<file path="config.mk">
export PLATFORM = sky130hd
export DESIGN_NAME = stop_mode_power_gating
export DESIGN_NICKNAME = d
export VERILOG_FILES = /design/src/shared/stop_gate_pkg.sv /design/src/stop_mode_power_gating.sv
export SDC_FILE = /design/constraint.sdc
export NUM_CORES = 1
export LEC_CHECK = 0
export BUFFER_PORTS_ARGS = -buffer_cell sky130_fd_sc_hd__buf_2
export CORE_MARGIN = 2
export CORE_UTILIZATION = 60
export CTS_CLUSTER_SIZE = 20
export DETAILED_ROUTE_END_ITERATION = 8
export PLACE_DENSITY = 0.87
export SYNTH_ARGS = -nofsm -noshare
export SYNTH_HDL_FRONTEND = slang
export SYNTH_SLANG_ARGS = --single-unit
export TNS_END_PERCENT = 5
</file>
<file path="constraint.sdc">
create_clock -name aclk -period 6.8 [get_ports aclk]
set_input_delay 1.36 -clock aclk [delete_from_list [all_inputs] [get_ports aclk]]
set_output_delay 1.36 -clock aclk [all_outputs]
set_load 0.005 [all_outputs]
</file>
<file path="src/shared/stop_gate_pkg.sv">
// Constants and types for the stop-mode power gating block
package stop_gate_pkg;
   // Register byte offsets on the control bus
   localparam logic [7:0] CTRL_OFS = 8'h00;
   localparam logic [7:0] REQ_OFS = 8'h04;
   localparam logic [7:0] STATUS_OFS = 8'h08;
   localparam logic [7:0] GATE_OFS = 8'h0C;
   localparam logic [7:0] ADDR_OFS = 8'h10;
   localparam logic [7:0] DECODE_OFS = 8'h14;
   localparam logic [7:0] VEC_OFS = 8'h18;
   localparam logic [7:0] VECADR_OFS = 8'h1C;
   // Control register bit positions
   localparam int CTRL_DEEP = 0;
   localparam int CTRL_LVDSTOP = 1;
   localparam int CTRL_DBGSTOP = 2;
   localparam int CTRL_TEMPRS = 3;
   localparam int CTRL_SEND = 4;
   localparam int CTRL_VECRDY = 5;
   localparam int CTRL_W = 6;
   localparam logic [CTRL_W-1:0] CTRL_RESET = 6'h00;
   // Request register bits: stop request and wake request
   localparam int REQ_STOP = 0;
   localparam int REQ_WAKE = 1;
   // Memory map
   localparam logic [15:0] PARAM_BASE = 16'h0050;
   localparam logic [15:0] PARAM_LAST = 16'h008F;
   localparam logic [15:0] RAM_BASE = 16'h0090;
   localparam logic [15:0] RAM_LAST = 16'h028F;
   localparam logic [15:0] HIGH_BASE = 16'h1800;
   localparam logic [15:0] HIGH_LAST = 16'h182B;
   localparam logic [15:0] USER_FLASH_BASE = 16'hC000;
   localparam logic [15:0] FW_FLASH_BASE = 16'hE000;
   localparam logic [15:0] USER_VEC_BASE = 16'hDFC0;
   localparam logic [15:0] RESET_VEC = 16'hDFFE;
   localparam logic [15:0] FACTORY_VEC_BASE = 16'hFFC0;
   localparam int PARAM_BYTES = 64;
   // Region codes
   localparam logic [2:0] RG_DIRECT = 3'h0;
   localparam logic [2:0] RG_PARAM = 3'h1;
   localparam logic [2:0] RG_RAM = 3'h2;
   localparam logic [2:0] RG_HIGH = 3'h3;
   localparam logic [2:0] RG_USER = 3'h4;
   localparam logic [2:0] RG_FIRM = 3'h5;
   localparam logic [2:0] RG_NONE = 3'h7;
   // Interrupt and reset sources
   localparam logic [3:0] SRC_KBI = 4'h0;
   localparam logic [3:0] SRC_TICK = 4'h1;
   localparam logic [3:0] SRC_LFR = 4'h2;
   localparam logic [3:0] SRC_CONV = 4'h3;
   localparam logic [3:0] SRC_RF = 4'h4;
   localparam logic [3:0] SRC_SMI = 4'h5;
   localparam logic [3:0] SRC_TOVF = 4'h6;
   localparam logic [3:0] SRC_TCH1 = 4'h7;
   localparam logic [3:0] SRC_TCH0 = 4'h8;
   localparam logic [3:0] SRC_WAKE = 4'h9;
   localparam logic [3:0] SRC_LVD = 4'hA;
   localparam logic [3:0] SRC_SWI = 4'hB;
   localparam logic [3:0] SRC_RESET = 4'hC;
   // Gate output bit positions
   localparam int G_PERIPH = 0;
   localparam int G_MFO = 1;
   localparam int G_HFO = 2;
   localparam int G_REG = 3;
   localparam int G_IO = 4;
   localparam int G_TIMER = 5;
   localparam int G_BANDGAP = 6;
   localparam int G_TEMP = 7;
   localparam int G_RFKEEP = 8;
   localparam int G_PCELL = 9;
   localparam int G_GCELL = 10;
   localparam int G_W = 11;
   localparam logic [1:0] RESP_OKAY = 2'b00;
   localparam logic [1:0] RESP_SLVERR = 2'b10;
   typedef enum logic [1:0] {
      ST_RUN = 2'b00,
      ST_RETAINED = 2'b01,
      ST_DEEP = 2'b11
   } power_state_e;
endpackage

</file>
<file path="src/stop_mode_power_gating.sv">
// Stop-mode clock, power and reset gating with memory map decoding
// Operation
// - Stop gates peripheral clocks except wakeup, LF
// - Debug in stop still halts peripheral clocks
// - Deep stop puts general pins Hi-Z
// - Deep wake resets module registers, RAM lost
// - Parameter registers powered always, never reset
// - Low-freq oscillator and wakeup unit always run
// - Medium oscillator on in stop only when busy
// - High-freq oscillator off in every stop
// - Converter runs in retained stop, reset after deep
// - Timer clock stops; reset after deep wake
// - Regulator standby except retained with LVD/debug
// - Bandgap on while measurement interface requests
// - Temperature restart powered if enabled; resets CPU
// - RF chain held on while send bit set
// - Pressure and g cells powered only when measuring
// - Decode direct, parameter, RAM and high pages
// - Upper 8K flash reserved for firmware
// - Vectors redirected to user area after init
// - Two-byte vector per interrupt source
// - Shared reset vector for all reset sources
// - Deep request with LVD in stop gives retained
//
// The AXI4-Lite slave port and the placing of the registers were chosen for this implementation.
module stop_mode_power_gating
   import stop_gate_pkg::*;
(
   input wire logic aclk,
   input wire logic aresetn,
   input wire logic [31:0] s_axi_awaddr,
   input wire logic s_axi_awvalid,
   output logic s_axi_awready,
   input wire logic [31:0] s_axi_wdata,
   input wire logic [3:0] s_axi_wstrb,
   input wire logic s_axi_wvalid,
   output logic s_axi_wready,
   output logic [1:0] s_axi_bresp,
   output logic s_axi_bvalid,
   input wire logic s_axi_bready,
   input wire logic [31:0] s_axi_araddr,
   input wire logic s_axi_arvalid,
   output logic s_axi_arready,
   output logic [31:0] s_axi_rdata,
   output logic [1:0] s_axi_rresp,
   output logic s_axi_rvalid,
   input wire logic s_axi_rready,
   input wire logic smi_measure_busy,
   input wire logic smi_pressure_meas,
   input wire logic smi_accel_meas,
   input wire logic smi_bandgap_req,
   input wire logic rf_sm_busy,
   input wire logic temp_restart_trip,
   input wire logic [7:0] param_wdata,
   input wire logic [5:0] param_addr,
   input wire logic param_we,
   output logic [7:0] param_rdata,
   output logic periph_clk_en,
   output logic wakeup_unit_clk_en,
   output logic lf_receiver_clk_en,
   output logic debug_clk_en,
   output logic low_freq_osc_en,
   output logic medium_freq_osc_en,
   output logic high_freq_osc_en,
   output logic regulator_full_en,
   output logic general_io_pins_hiz,
   output logic timer_pwm_clk_en,
   output logic converter_unit_run_en,
   output logic bandgap_en,
   output logic temp_restart_pwr_en,
   output logic rf_chain_keep_en,
   output logic pressure_cell_pwr_en,
   output logic accel_cell_pwr_en,
   output logic module_wake_reset,
   output logic ram_lost,
   output logic cpu_restart
);
   logic [CTRL_W-1:0] ctrl_q;
   power_state_e state_q, state_d;
   logic wake_rst_q;
   logic ram_lost_q;
   logic restart_q;
   logic [G_W-1:0] gate_q, gate_d;
   logic [15:0] probe_q;
   logic [3:0] vec_src_q;
   logic [7:0] param_mem [PARAM_BYTES];
   logic [7:0] param_rd_q;
   logic aw_q, w_q, bvalid_q, rvalid_q;
   logic [7:0] awaddr_q;
   logic [31:0] wdata_q, rdata_q;
   logic [1:0] bresp_q, rresp_q;

   function automatic logic [2:0] region_of(input logic [15:0] a);
      if (a < PARAM_BASE) return RG_DIRECT;
      if (a <= PARAM_LAST) return RG_PARAM;
      if (a >= RAM_BASE && a <= RAM_LAST) return RG_RAM;
      if (a >= HIGH_BASE && a <= HIGH_LAST) return RG_HIGH;
      if (a >= USER_FLASH_BASE && a < FW_FLASH_BASE) return RG_USER;
      if (a >= FW_FLASH_BASE) return RG_FIRM;
      return RG_NONE;
   endfunction

   function automatic logic [15:0] vector_of(input logic [3:0] s,
                                             input logic [15:0] base);
      logic [15:0] v;
      v = base;
      unique case (s)
         SRC_KBI:  v = base + 16'h0020;
         SRC_TICK: v = base + 16'h0026;
         SRC_LFR:  v = base + 16'h0028;
         SRC_CONV: v = base + 16'h002A;
         SRC_RF:   v = base + 16'h002C;
         SRC_SMI:  v = base + 16'h002E;
         SRC_TOVF: v = base + 16'h0030;
         SRC_TCH1: v = base + 16'h0032;
         SRC_TCH0: v = base + 16'h0034;
         SRC_WAKE: v = base + 16'h0036;
         SRC_LVD:  v = base + 16'h0038;
         SRC_SWI:  v = base + 16'h003C;
         default:  v = base + 16'h003E;
      endcase
      return v;
   endfunction

   // Control bits
   wire deep_sel = ctrl_q[CTRL_DEEP];
   wire lvd_in_stop = ctrl_q[CTRL_LVDSTOP];
   wire debug_in_stop_enable = ctrl_q[CTRL_DBGSTOP];
   wire temp_restart_enable = ctrl_q[CTRL_TEMPRS];
   wire send_bit = ctrl_q[CTRL_SEND];
   wire vec_redirect = ctrl_q[CTRL_VECRDY];

   // AXI decode
   logic wstrb_q0;
   logic [1:0] wstrb_lo_q;
   wire aw_hs = s_axi_awvalid & s_axi_awready;
   wire w_hs = s_axi_wvalid & s_axi_wready;
   wire wr_fire = aw_q & w_q & ~bvalid_q;
   wire ar_hs = s_axi_arvalid & s_axi_arready;
   wire [7:0] ar_ofs = s_axi_araddr[7:0];
   wire wr_ctrl = wr_fire & (awaddr_q == CTRL_OFS) & wstrb_q0;
   wire wr_req = wr_fire & (awaddr_q == REQ_OFS) & wstrb_q0;
   wire wr_addr = wr_fire & (awaddr_q == ADDR_OFS);
   wire wr_vec = wr_fire & (awaddr_q == VEC_OFS) & wstrb_q0;
   wire wr_ok = (awaddr_q == CTRL_OFS) | (awaddr_q == REQ_OFS) |
                (awaddr_q == ADDR_OFS) | (awaddr_q == VEC_OFS);
   wire stop_req = wr_req & wdata_q[REQ_STOP];
   wire wake_req = wr_req & wdata_q[REQ_WAKE];

   // Deep request with LVD or debug kept becomes retained stop
   wire go_deep = deep_sel & ~lvd_in_stop & ~debug_in_stop_enable;
   wire in_stop = (state_q != ST_RUN);
   wire in_deep = (state_q == ST_DEEP);
   wire restart_fire = in_stop & temp_restart_enable & temp_restart_trip;
   wire wake_ev = wake_req | restart_fire;

   always_comb begin
      state_d = state_q;
      unique case (state_q)
         ST_RUN: if (stop_req) begin
            state_d = go_deep ? ST_DEEP : ST_RETAINED;
         end
         ST_RETAINED, ST_DEEP: if (wake_ev) begin
            state_d = ST_RUN;
         end
         default: state_d = ST_RUN;
      endcase
   end

   always_comb begin
      gate_d = '0;
      gate_d[G_PERIPH] = ~in_stop;
      gate_d[G_MFO] = ~in_stop | smi_measure_busy | rf_sm_busy;
      gate_d[G_HFO] = ~in_stop;
      gate_d[G_REG] = (state_q != ST_DEEP) &
                      (~in_stop | lvd_in_stop | debug_in_stop_enable);
      gate_d[G_IO] = in_deep;
      gate_d[G_TIMER] = ~in_stop;
      gate_d[G_BANDGAP] = smi_bandgap_req;
      gate_d[G_TEMP] = ~in_stop | temp_restart_enable;
      gate_d[G_RFKEEP] = send_bit;
      gate_d[G_PCELL] = smi_pressure_meas;
      gate_d[G_GCELL] = smi_accel_meas;
   end

   always_ff @(posedge aclk) begin
      if (!aresetn) begin
         state_q <= ST_RUN;
         gate_q <= '0;
         wake_rst_q <= 1'b0;
         restart_q <= 1'b0;
      end else begin
         state_q <= state_d;
         gate_q <= gate_d;
         // One-cycle wake reset after deep stop exit
         wake_rst_q <= in_deep & wake_ev;
         restart_q <= restart_fire;
      end
   end

   // RAM loss flag: set on deep entry, cleared by a control register write
   always_ff @(posedge aclk) begin
      if (!aresetn) begin
         ram_lost_q <= 1'b0;
      end else if (state_d == ST_DEEP && state_q == ST_RUN) begin
         ram_lost_q <= 1'b1;
      end else if (wr_ctrl) begin
         ram_lost_q <= 1'b0;
      end
   end

   always_ff @(posedge aclk) begin
      if (!aresetn) begin
         ctrl_q <= CTRL_RESET;
         probe_q <= '0;
         vec_src_q <= SRC_RESET;
      end else begin
         if (wr_ctrl) ctrl_q <= wdata_q[CTRL_W-1:0];
         if (wr_addr && wstrb_lo_q[0]) probe_q[7:0] <= wdata_q[7:0];
         if (wr_addr && wstrb_lo_q[1]) probe_q[15:8] <= wdata_q[15:8];
         if (wr_vec) vec_src_q <= wdata_q[3:0];
      end
   end

   // Parameter bytes: no reset reaches them
   always_ff @(posedge aclk) begin
      if (param_we) param_mem[param_addr] <= param_wdata;
      param_rd_q <= param_mem[param_addr];
   end

   wire [15:0] vec_base = vec_redirect ? USER_VEC_BASE - 16'h0000 - 16'h0000
                                       : FACTORY_VEC_BASE;
   wire [15:0] vec_addr = vector_of(vec_src_q, vec_base - 16'h0000) -
                          16'h0000 - 16'h0000;
   wire [2:0] probe_region = region_of(probe_q);

   // AXI write channel
   assign s_axi_awready = ~aw_q & ~bvalid_q;
   assign s_axi_wready = ~w_q & ~bvalid_q;
   always_ff @(posedge aclk) begin
      if (!aresetn) begin
         aw_q <= 1'b0;
         w_q <= 1'b0;
         bvalid_q <= 1'b0;
         awaddr_q <= '0;
         wdata_q <= '0;
         wstrb_q0 <= 1'b0;
         wstrb_lo_q <= '0;
         bresp_q <= RESP_OKAY;
      end else begin
         if (aw_hs) begin
            aw_q <= 1'b1;
            awaddr_q <= s_axi_awaddr[7:0];
         end
         if (w_hs) begin
            w_q <= 1'b1;
            wdata_q <= s_axi_wdata;
            wstrb_q0 <= s_axi_wstrb[0];
            wstrb_lo_q <= s_axi_wstrb[1:0];
         end
         if (wr_fire) begin
            aw_q <= 1'b0;
            w_q <= 1'b0;
            bvalid_q <= 1'b1;
            bresp_q <= wr_ok ? RESP_OKAY : RESP_SLVERR;
         end else if (bvalid_q && s_axi_bready) begin
            bvalid_q <= 1'b0;
         end
      end
   end

   // AXI read channel
   logic [31:0] rd_mux;
   always_comb begin
      rd_mux = '0;
      unique case (ar_ofs)
         CTRL_OFS: rd_mux[CTRL_W-1:0] = ctrl_q;
         STATUS_OFS: rd_mux = {28'h000_0000, ram_lost_q, 1'b0, state_q};
         GATE_OFS: rd_mux[G_W-1:0] = gate_q;
         ADDR_OFS: rd_mux[15:0] = probe_q;
         DECODE_OFS: rd_mux[2:0] = probe_region;
         VEC_OFS: rd_mux[3:0] = vec_src_q;
         VECADR_OFS: rd_mux[15:0] = vec_addr;
         default: rd_mux = '0;
      endcase
   end
   wire rd_ok = (ar_ofs == CTRL_OFS) | (ar_ofs == STATUS_OFS) |
                (ar_ofs == GATE_OFS) | (ar_ofs == ADDR_OFS) |
                (ar_ofs == DECODE_OFS) | (ar_ofs == VEC_OFS) |
                (ar_ofs == VECADR_OFS) | (ar_ofs == REQ_OFS);
   assign s_axi_arready = ~rvalid_q;
   always_ff @(posedge aclk) begin
      if (!aresetn) begin
         rvalid_q <= 1'b0;
         rdata_q <= '0;
         rresp_q <= RESP_OKAY;
      end else if (ar_hs) begin
         rvalid_q <= 1'b1;
         rdata_q <= rd_mux;
         rresp_q <= rd_ok ? RESP_OKAY : RESP_SLVERR;
      end else if (rvalid_q && s_axi_rready) begin
         rvalid_q <= 1'b0;
      end
   end

   assign s_axi_bvalid = bvalid_q;
   assign s_axi_bresp = bresp_q;
   assign s_axi_rvalid = rvalid_q;
   assign s_axi_rdata = rdata_q;
   assign s_axi_rresp = rresp_q;

   // Gating outputs
   assign periph_clk_en = gate_q[G_PERIPH];
   assign wakeup_unit_clk_en = 1'b1;
   assign lf_receiver_clk_en = 1'b1;
   assign low_freq_osc_en = 1'b1;
   assign debug_clk_en = ~in_stop | debug_in_stop_enable;
   assign medium_freq_osc_en = gate_q[G_MFO];
   assign high_freq_osc_en = gate_q[G_HFO];
   assign regulator_full_en = gate_q[G_REG];
   assign general_io_pins_hiz = gate_q[G_IO];
   assign timer_pwm_clk_en = gate_q[G_TIMER];
   assign converter_unit_run_en = ~in_deep;
   assign bandgap_en = gate_q[G_BANDGAP];
   assign temp_restart_pwr_en = gate_q[G_TEMP];
   assign rf_chain_keep_en = gate_q[G_RFKEEP];
   assign pressure_cell_pwr_en = gate_q[G_PCELL];
   assign accel_cell_pwr_en = gate_q[G_GCELL];
   assign module_wake_reset = wake_rst_q;
   assign ram_lost = ram_lost_q;
   assign cpu_restart = restart_q;
   assign param_rdata = param_rd_q;
endmodule

</file>
# == Word level (Yosys, flattened, before mapping) ==
# Memory sizes are Yosys's and may differ from the RTL's. A register that Yosys moved wholly into a read port is not among the register bits.
# Index checks and enable logic that the tools add are counted.
# classes
bitwise,48
multipliers,0
addsub,13
n_eq_ne,25
magnitude_cmp,9
muxes,55
n_reduce_logical,18
n_div,0
shifts,0
# ops
cell,n
"15-bit by 7-bit adder with 16-bit output, second input constant",13
16-bit one-hot mux with 12 select lines,1
"8-bit by 5-bit equality test with 1-bit output, second input constant",6
3-bit two-way mux,13
"16-bit >= comparator, second input constant",2
1-bit two-way mux,29
1-bit AND,22
3-bit one-hot mux with 7 select lines,1
1-bit OR,17
"4-bit by 3-bit equality test with 1-bit output, second input constant",4
"4-bit equality test, second input constant",4
"8-bit by 3-bit equality test with 1-bit output, second input constant",2
"8-bit by 4-bit equality test with 1-bit output, second input constant",2
"16-bit by 13-bit >= comparator with 1-bit output, second input constant",1
"16-bit by 8-bit >= comparator with 1-bit output, second input constant",1
"16-bit by 10-bit <= comparator with 1-bit output, second input constant",1
"16-bit by 13-bit <= comparator with 1-bit output, second input constant",1
"16-bit by 8-bit <= comparator with 1-bit output, second input constant",1
8-bit logical NOT,2
"16-bit less-than comparator, second input constant",1
"16-bit by 7-bit less-than comparator with 1-bit output, second input constant",1
5-bit one-hot mux with 3 select lines,1
14-bit two-way mux,1
2-bit two-way mux,5
other kinds (15),36
# word_totals
elab_cells,189
rom_bits,0
out_inout_bits,68
register_bits,93
mem_count,1
ram_bits,512
latchBits,0
# memory_table
name,depth,width,read_ports,rd_ports_with_merged_regs,wr,line,source
param_mem,64,8,1,1,1,stop_mode_power_gating.sv:86,logic [7:0] param_mem [PARAM_BYTES];

# == Logic depth before layout (Yosys ltp) ==
# Gate-level depths: netlist of run 1.
# logic_depth
ltp_word,24
depth_mapped,11
ltp_nobuf,6

# == Least setup slack after synthesis of run 1 ==
# Ideal clock, no wire load.
# synth_path
kind,input to register
startpoint,in param_addr[2]
endpoint,mem param_mem[12][0] (enable)
path_stages,7
path_slack_ns,3.394
arrival_ns,3.035
path_buffers,5
path_cell_list,buf_2 -> buf_4 -> buf_2 -> buf_4 -> clkbuf_1 -> nand3_1 -> nor2_1
# synth_rtl
item,line,source
from (decl),stop_mode_power_gating.sv:55,"input wire logic [5:0] param_addr,"
to (decl),stop_mode_power_gating.sv:86,
# Straight into the memory's write port.

==> results of run 1 <==
-- worst paths after layout --
path,startpoint,endpoint,slack (ps),cells after the start
max,param_addr[1],param_rdata[3],2690,8
min,s_axi_rdata[5],s_axi_rdata[5],460,2
max reg2reg,awaddr_q[7],probe_q[10],4410,6
min reg2reg,s_axi_rdata[5],s_axi_rdata[5],460,2
-- cell families (layout without fill, tap and decap cells) --
group | Yosys count | after routing | synth area share [%]
AND/OR/NAND/NOR | 361 | 361 | 6.737
other | 2 | 23 | 0.03113
AO/OA/AOI/OAI | 265 | 265 | 7.365
XOR/XNOR | 1 | 1 | 0.03631
flip-flops | 608 | 608 | 71.69
buffers and inverters | 125 | 229 | 2.852
multiplexers | 190 | 190 | 11.29
-- power breakdown --
group,leakage (nW),internal (mW),switching [mW]
Sequential,5.39,4.08,0.0241
Combinational,2.81,0.142,0.287
Clock,0.902,1.82,1.36
Total,9.10,6.04,1.67
-- worst register-to-register path: stages, from the launching register on --
cell      delay [ps]
dfxtp_1          310
or4_1            540
nor3_2           330
nand3b_1         150
or3b_1           580
mux2i_1          240
nor2_1            60
-- layout by cell type, fill, tap and decap left out, types with 41 or more instances in the layout --
cell type,instances
a21oi_1,70
edfxtp_1,512
mux2i_1,83
mux4_2,61
nor2_1,147
o21ai_0,41
mux2_2,46
clkbuf_16,57
buf_2,105
nand2_1,104
dfxtp_1,96
-- routing by layer --
| metal | up-vias | part of all wire (%) |
|---|---|---|
| li1 | 6141 | - |
| met4 | 0 | 5.3 |
| met1 | 7087 | 36 |
| met2 | 1165 | 47 |
| met3 | 243 | 12 |
| met5 | - | 0 |
-- stage by stage --
| stage | total power [mW] | std cells | util, % | hold WS, ps | area [um2] |
|---|---|---|---|---|---|
| after floorplan | 4.434 | 1571 | - | 430.8 | 24200 |
| after global placement | 4.583 | 2095 | 62.49 | 438.5 | 24830 |
| after detailed placement | 4.601 | 2095 | 62.49 | 449.4 | 24830 |
| after CTS | 7.705 | 2200 | 67.14 | 459.6 | 26680 |
| after global routing | 7.894 | 2200 | 67.14 | 477.6 | 26680 |
| final | 7.714 | 2202 | 67.15 | 457.9 | 26680 |
-- layout make-up --
cell class | count | area [um2] | area share [%]
clock buffers | 74 | 1540 | 5.773
clock inverters | 31 | 307.8 | 1.154
well taps | 525 | 656.9 | 2.462
multi-input cells | 838 | 6220 | 23.31
flip-flops and latches | 608 | 17300 | 64.83
inverters | 8 | 30.03 | 0.1125
repair buffers | 116 | 624.3 | 2.340
diodes | 2 | 5.005 | 0.01876
-- state kept, by name, indices dropped and copies added, names as in the netlist --
name / flops
param_mem: 512
probe_q: 16
s_axi_rdata: 16
wdata_q: 16
gate_q: 9
awaddr_q: 8
param_rdata: 8
ctrl_q: 6
vec_src_q: 4
state_q: 2
wstrb_lo_q: 2
aw_q: 1
cpu_restart: 1
module_wake_reset: 1
ram_lost: 1
s_axi_bresp: 1
s_axi_bvalid: 1
s_axi_rresp: 1
s_axi_rvalid: 1
w_q: 1
==> results.toml, run 1 <==
[layout]
area_delta_synth_final_pct = 10.59
nets = 1757
drive_gt1_share_pct = 19.22
fillerInstances = 2487

[floorplan]
die_h_um = 204.5
initial_core_util_pct = 60.72
dieWidth_um = 204.5
ios = 196
core_um2 = 39730
die_area_um2 = 41830
row_count = 73

[drt]
viasPerCell = 6.647
routed_wl_mm = 57.99
num_vias = 14640
antenna_left = 0
route.detailed.wl_per_inst_um = 26.33
drcViolationCount = 0
dr.pass1.iters = 8
first_iter_violations = 1879

[power_and_ir_drop]
peakVddDrop_mv = 0.1967
p_leak_nw = 9.103
power_density_nw_per_um2 = 289.1

[global_routing]
grt_pass1_wl_mm = 87.69
grt_start_max_net_pins = 120
use_met2_pct = 43.97
grt-busiest-layer = "met2"
grt_pass1_vias = 14370
antenna_found_initial = 0
grt_overflow = 0
track_usage_pct = 28.21
use_met1_pct = 37.51
use_met3_pct = 7.047

[clocking]
clkSinkCount = 608
ctsResizeCount = 0
path_clk_slew_ps = 70
h-tree-depth = 2
cts_tree = "done"
cts_made_buffers = 57
worst_skew_pair.late_latency_ps = 620
cts-root-buf = "clkbuf_16"
postCtsSetupRepairBufs = 0
postCtsHoldBufs = 0
clk_path_buf_depth = 3

[status]
violations = "max-capacitance violations"
status = "complete, but fails checks"

[placement]
pre_cts_slack_ps = 2079
hpwlAfterDp_mm = 33.83
gp_congestion = 0.9602
io_buffers = 108

[setup_path]
required_ps = 7280
cp_max_fo = 91
start_kind = "input pin"
crit_family = "buffers and inverters"
crit_chain = "buf_6, buf_4, mux2_2, a22oi_1, nor2_1, a221oi_1, o22ai_1, or4_1"
worstSetupPathType = "input pin to flop"
cp-end-kind = "flop"
critPathMaxStageDelay_ps = 660
slowest_stage = "buf_6"
crit_buf_inv = 2
worstPathArrival_ps = 4590

[sta]
finalSetupTns_ps = 0
setup-violations-final = 0
layout_min_cycle_time_ps = 4110
fmax_mhz = 243.3
min_period_over_period_pct = 60.44
rsz0062_at_grt = "false"
skew_ps = 24.08
slew_violations = 0
maxSlewHeadroom_pct = 1.040
worst_pin_slew_ps = 1479
setup_slack_ps = 2690
hold_viol = 0

[logic_synthesis]
synth_commonest_cells = "edfxtp_1, nor2_1, nand2_1"
synth_cell_types = 66
yosys.cell_count.top_type = "edfxtp_1"
synth_top_cell_area_share_pct = 63.73
yosysTopAreaCell = "edfxtp_1"
seq_area_frac_synth_pct = 71.69
syn_inst = 1552
async_flop_share_pct = 0
netlist_area_um2 = 24130
ys_ff_latch = 608
synth-main-ff-cell = "edfxtp_1"
postSynthAreaPerCell_um2 = 15.54
synthTopCellsByArea = "edfxtp_1, dfxtp_1, mux4_2"
yosysWarnings = 0
synth_edf_count = 512

[job]
drv_cap = 1

[worst_hold_path]
hold_path_class = "flop to flop"
(Power assumes the default switching activity.)
==> run 2, diff against run 1 <==
--- a/config.mk
+++ b/config.mk
@@ -7,10 +7,10 @@
 export LEC_CHECK = 0
 export BUFFER_PORTS_ARGS = -buffer_cell sky130_fd_sc_hd__buf_2
 export CORE_MARGIN = 2
-export CORE_UTILIZATION = 60
+export CORE_UTILIZATION = 54
 export CTS_CLUSTER_SIZE = 20
 export DETAILED_ROUTE_END_ITERATION = 8
-export PLACE_DENSITY = 0.87
+export PLACE_DENSITY = 0.83
 export SYNTH_ARGS = -nofsm -noshare
 export SYNTH_HDL_FRONTEND = slang
 export SYNTH_SLANG_ARGS = --single-unit
==> constraint.sdc (replaced) <==
create_clock -name aclk -period 3.4 [get_ports aclk]
set_input_delay 0.68 -clock aclk [delete_from_list [all_inputs] [get_ports aclk]]
set_output_delay 0.68 -clock aclk [all_outputs]
set_load 0.005 [all_outputs]
==> results.toml, run 2 (synthesis gave the netlist of run 1 again) <==
[drt]
viasPerCell = 6.290
dr.pass1.iters = 8
routed_wl_mm = 59.39
route.detailed.wl_per_inst_um = 24.79
drcViolationCount = 0
first_iter_violations = 2071
antenna_left = 0
num_vias = 15070

[layout]
fin_area_um2 = 27680
area_delta_synth_final_pct = 14.73
area.sequential_um2 = 17300
layout_commonest_cell = "edfxtp_1"
drive_gt1_share_pct = 24.49
fillerInstances = 3052
multi_input_area_um2 = 6215
final_cell_mix = "edfxtp_1, nor2_1, buf_4"
largest_register_ffs = 512
top_register = "param_mem"
nets = 1882

[power_and_ir_drop]
peakVddDrop_mv = 0.4265
p_leak_nw = 9.725
power_density_nw_per_um2 = 548.0

[setup_path]
critPathMaxStageDelay_ps = 590
start_kind = "input pin"
cp.depth = 7
required_ps = 3900
worstSetupPathType = "input pin to flop"
crit_buf_inv = 2
cp_max_fo = 30
r2r_cells = 6
crit_family = "simple AND/OR/NAND/NOR gates"
crit_chain = "buf_6, buf_12, mux4_2, and3_1, o21ai_0, o211ai_1, or4_1"
cp-end-kind = "flop"
worstPathArrival_ps = 3060
slowest_stage = "mux4_2"

[sta]
worst_pin_slew_ps = 1285
fmax_mhz = 390.4
layout_min_cycle_time_ps = 2561
maxSlewHeadroom_pct = 14.00
rsz0062_at_grt = "false"
holdWs_ps = 270.9
setup_slack_ps = 838.6
min_period_over_period_pct = 75.34
finalSetupTns_ps = 0
slew_violations = 0
skew_ps = 35.98
setup-violations-final = 0
hold_viol = 0

[placement]
io_buffers = 108
hpwlAfterDp_mm = 36.99
pre_cts_slack_ps = 327.1
gp_congestion = 0.9192
placed_cell_area_um2 = 25900

[floorplan]
row_count = 77
initial_core_util_pct = 54.68
ios = 196
die_h_um = 215.4
die_area_um2 = 46380
core_um2 = 44120
dieWidth_um = 215.4

[clocking]
ctsResizeCount = 0
path_clk_slew_ps = 60
cts-root-buf = "clkbuf_16"
clkSinkCount = 608
h-tree-depth = 2
postCtsHoldBufs = 0
clk_path_buf_depth = 3
cts_made_buffers = 57
cts_tree = "done"
postCtsSetupRepairBufs = 0
worst_skew_pair.late_latency_ps = 630

[status]
status = "finished clean"

[worst_hold_path]
hold_path_class = "input pin to flop"
hold_depth = 2

[global_routing]
antenna_found_initial = 3
track_usage_pct = 25.53
grt_pass1_vias = 14950
grt_start_max_net_pins = 65
grt_overflow = 0
grt_pass1_wl_mm = 89.20

[job]
drv_cap = 0
[run 2: changes by cell type in the layout (fill, tap and decap cells not counted), moves of 2 or more]
cell	change
buf_12	+4
buf_4	+120
bufinv_16	-3
clkbuf_1	-7
clkbuf_8	-5
clkinv_1	+12
clkinv_4	+2
clkinv_8	+2
clkinvlp_2	+2
clkinvlp_4	-2
nor2b_1	+2
nor2b_2	-2
[run 2: cell type report]
type,instances,area share [%]
clock buffer,62,5.221
clock inverter,44,1.189
multi-input combinational,838,22.45
tap,592,2.676
inverter,8,0.1085
sequential,608,62.49
timing repair buffer,241,5.840
antenna,3,0.02712
[run 2: stage by stage]
stage | utilization, % | total power [mW] | std cells
6_report | 62.73 | 15.17 | 2396
5_1_grt | 62.73 | 15.57 | 2396
4_1_cts | 62.71 | 15.21 | 2393
3_5_place_dp | 58.69 | 9.267 | 2287
3_3_place_gp | 58.69 | 9.234 | 2287
2_1_floorplan | - | 8.868 | 1571
[run 2: worst paths after layout]
kind	slack (ps)	endpoint	start
setup reg to reg	990	probe_q[8]	awaddr_q[7]
hold reg to reg	450	awaddr_q[5]	awaddr_q[5]
setup / recovery	840	param_rdata[6]	param_addr[1]
hold / removal	270	s_axi_rvalid	s_axi_rready
[run 2: worst register-to-register path: cells and delay by family, from the launching register on]
family | cells | cell delay, ps
AND/OR/NAND/NOR | 5 | 1710
multiplexers | 1 | 270
flip-flops | 1 | 310
[run 2: routing by layer]
layer | routed length (um) | track usage [%]
met3 | 6156 | 5.976
met1 | 21680 | 33.28
met4 | 2708 | 11.01
met5 | 0 | 0
met2 | 28840 | 41.43
[run 2: power by group]
part           switching [mW]  leakage (nW)  internal [mW]
registers              0.0491          5.39           8.17
clock network            2.73         0.863           3.30
logic                   0.587          3.47          0.331
total                    3.37          9.72           11.8
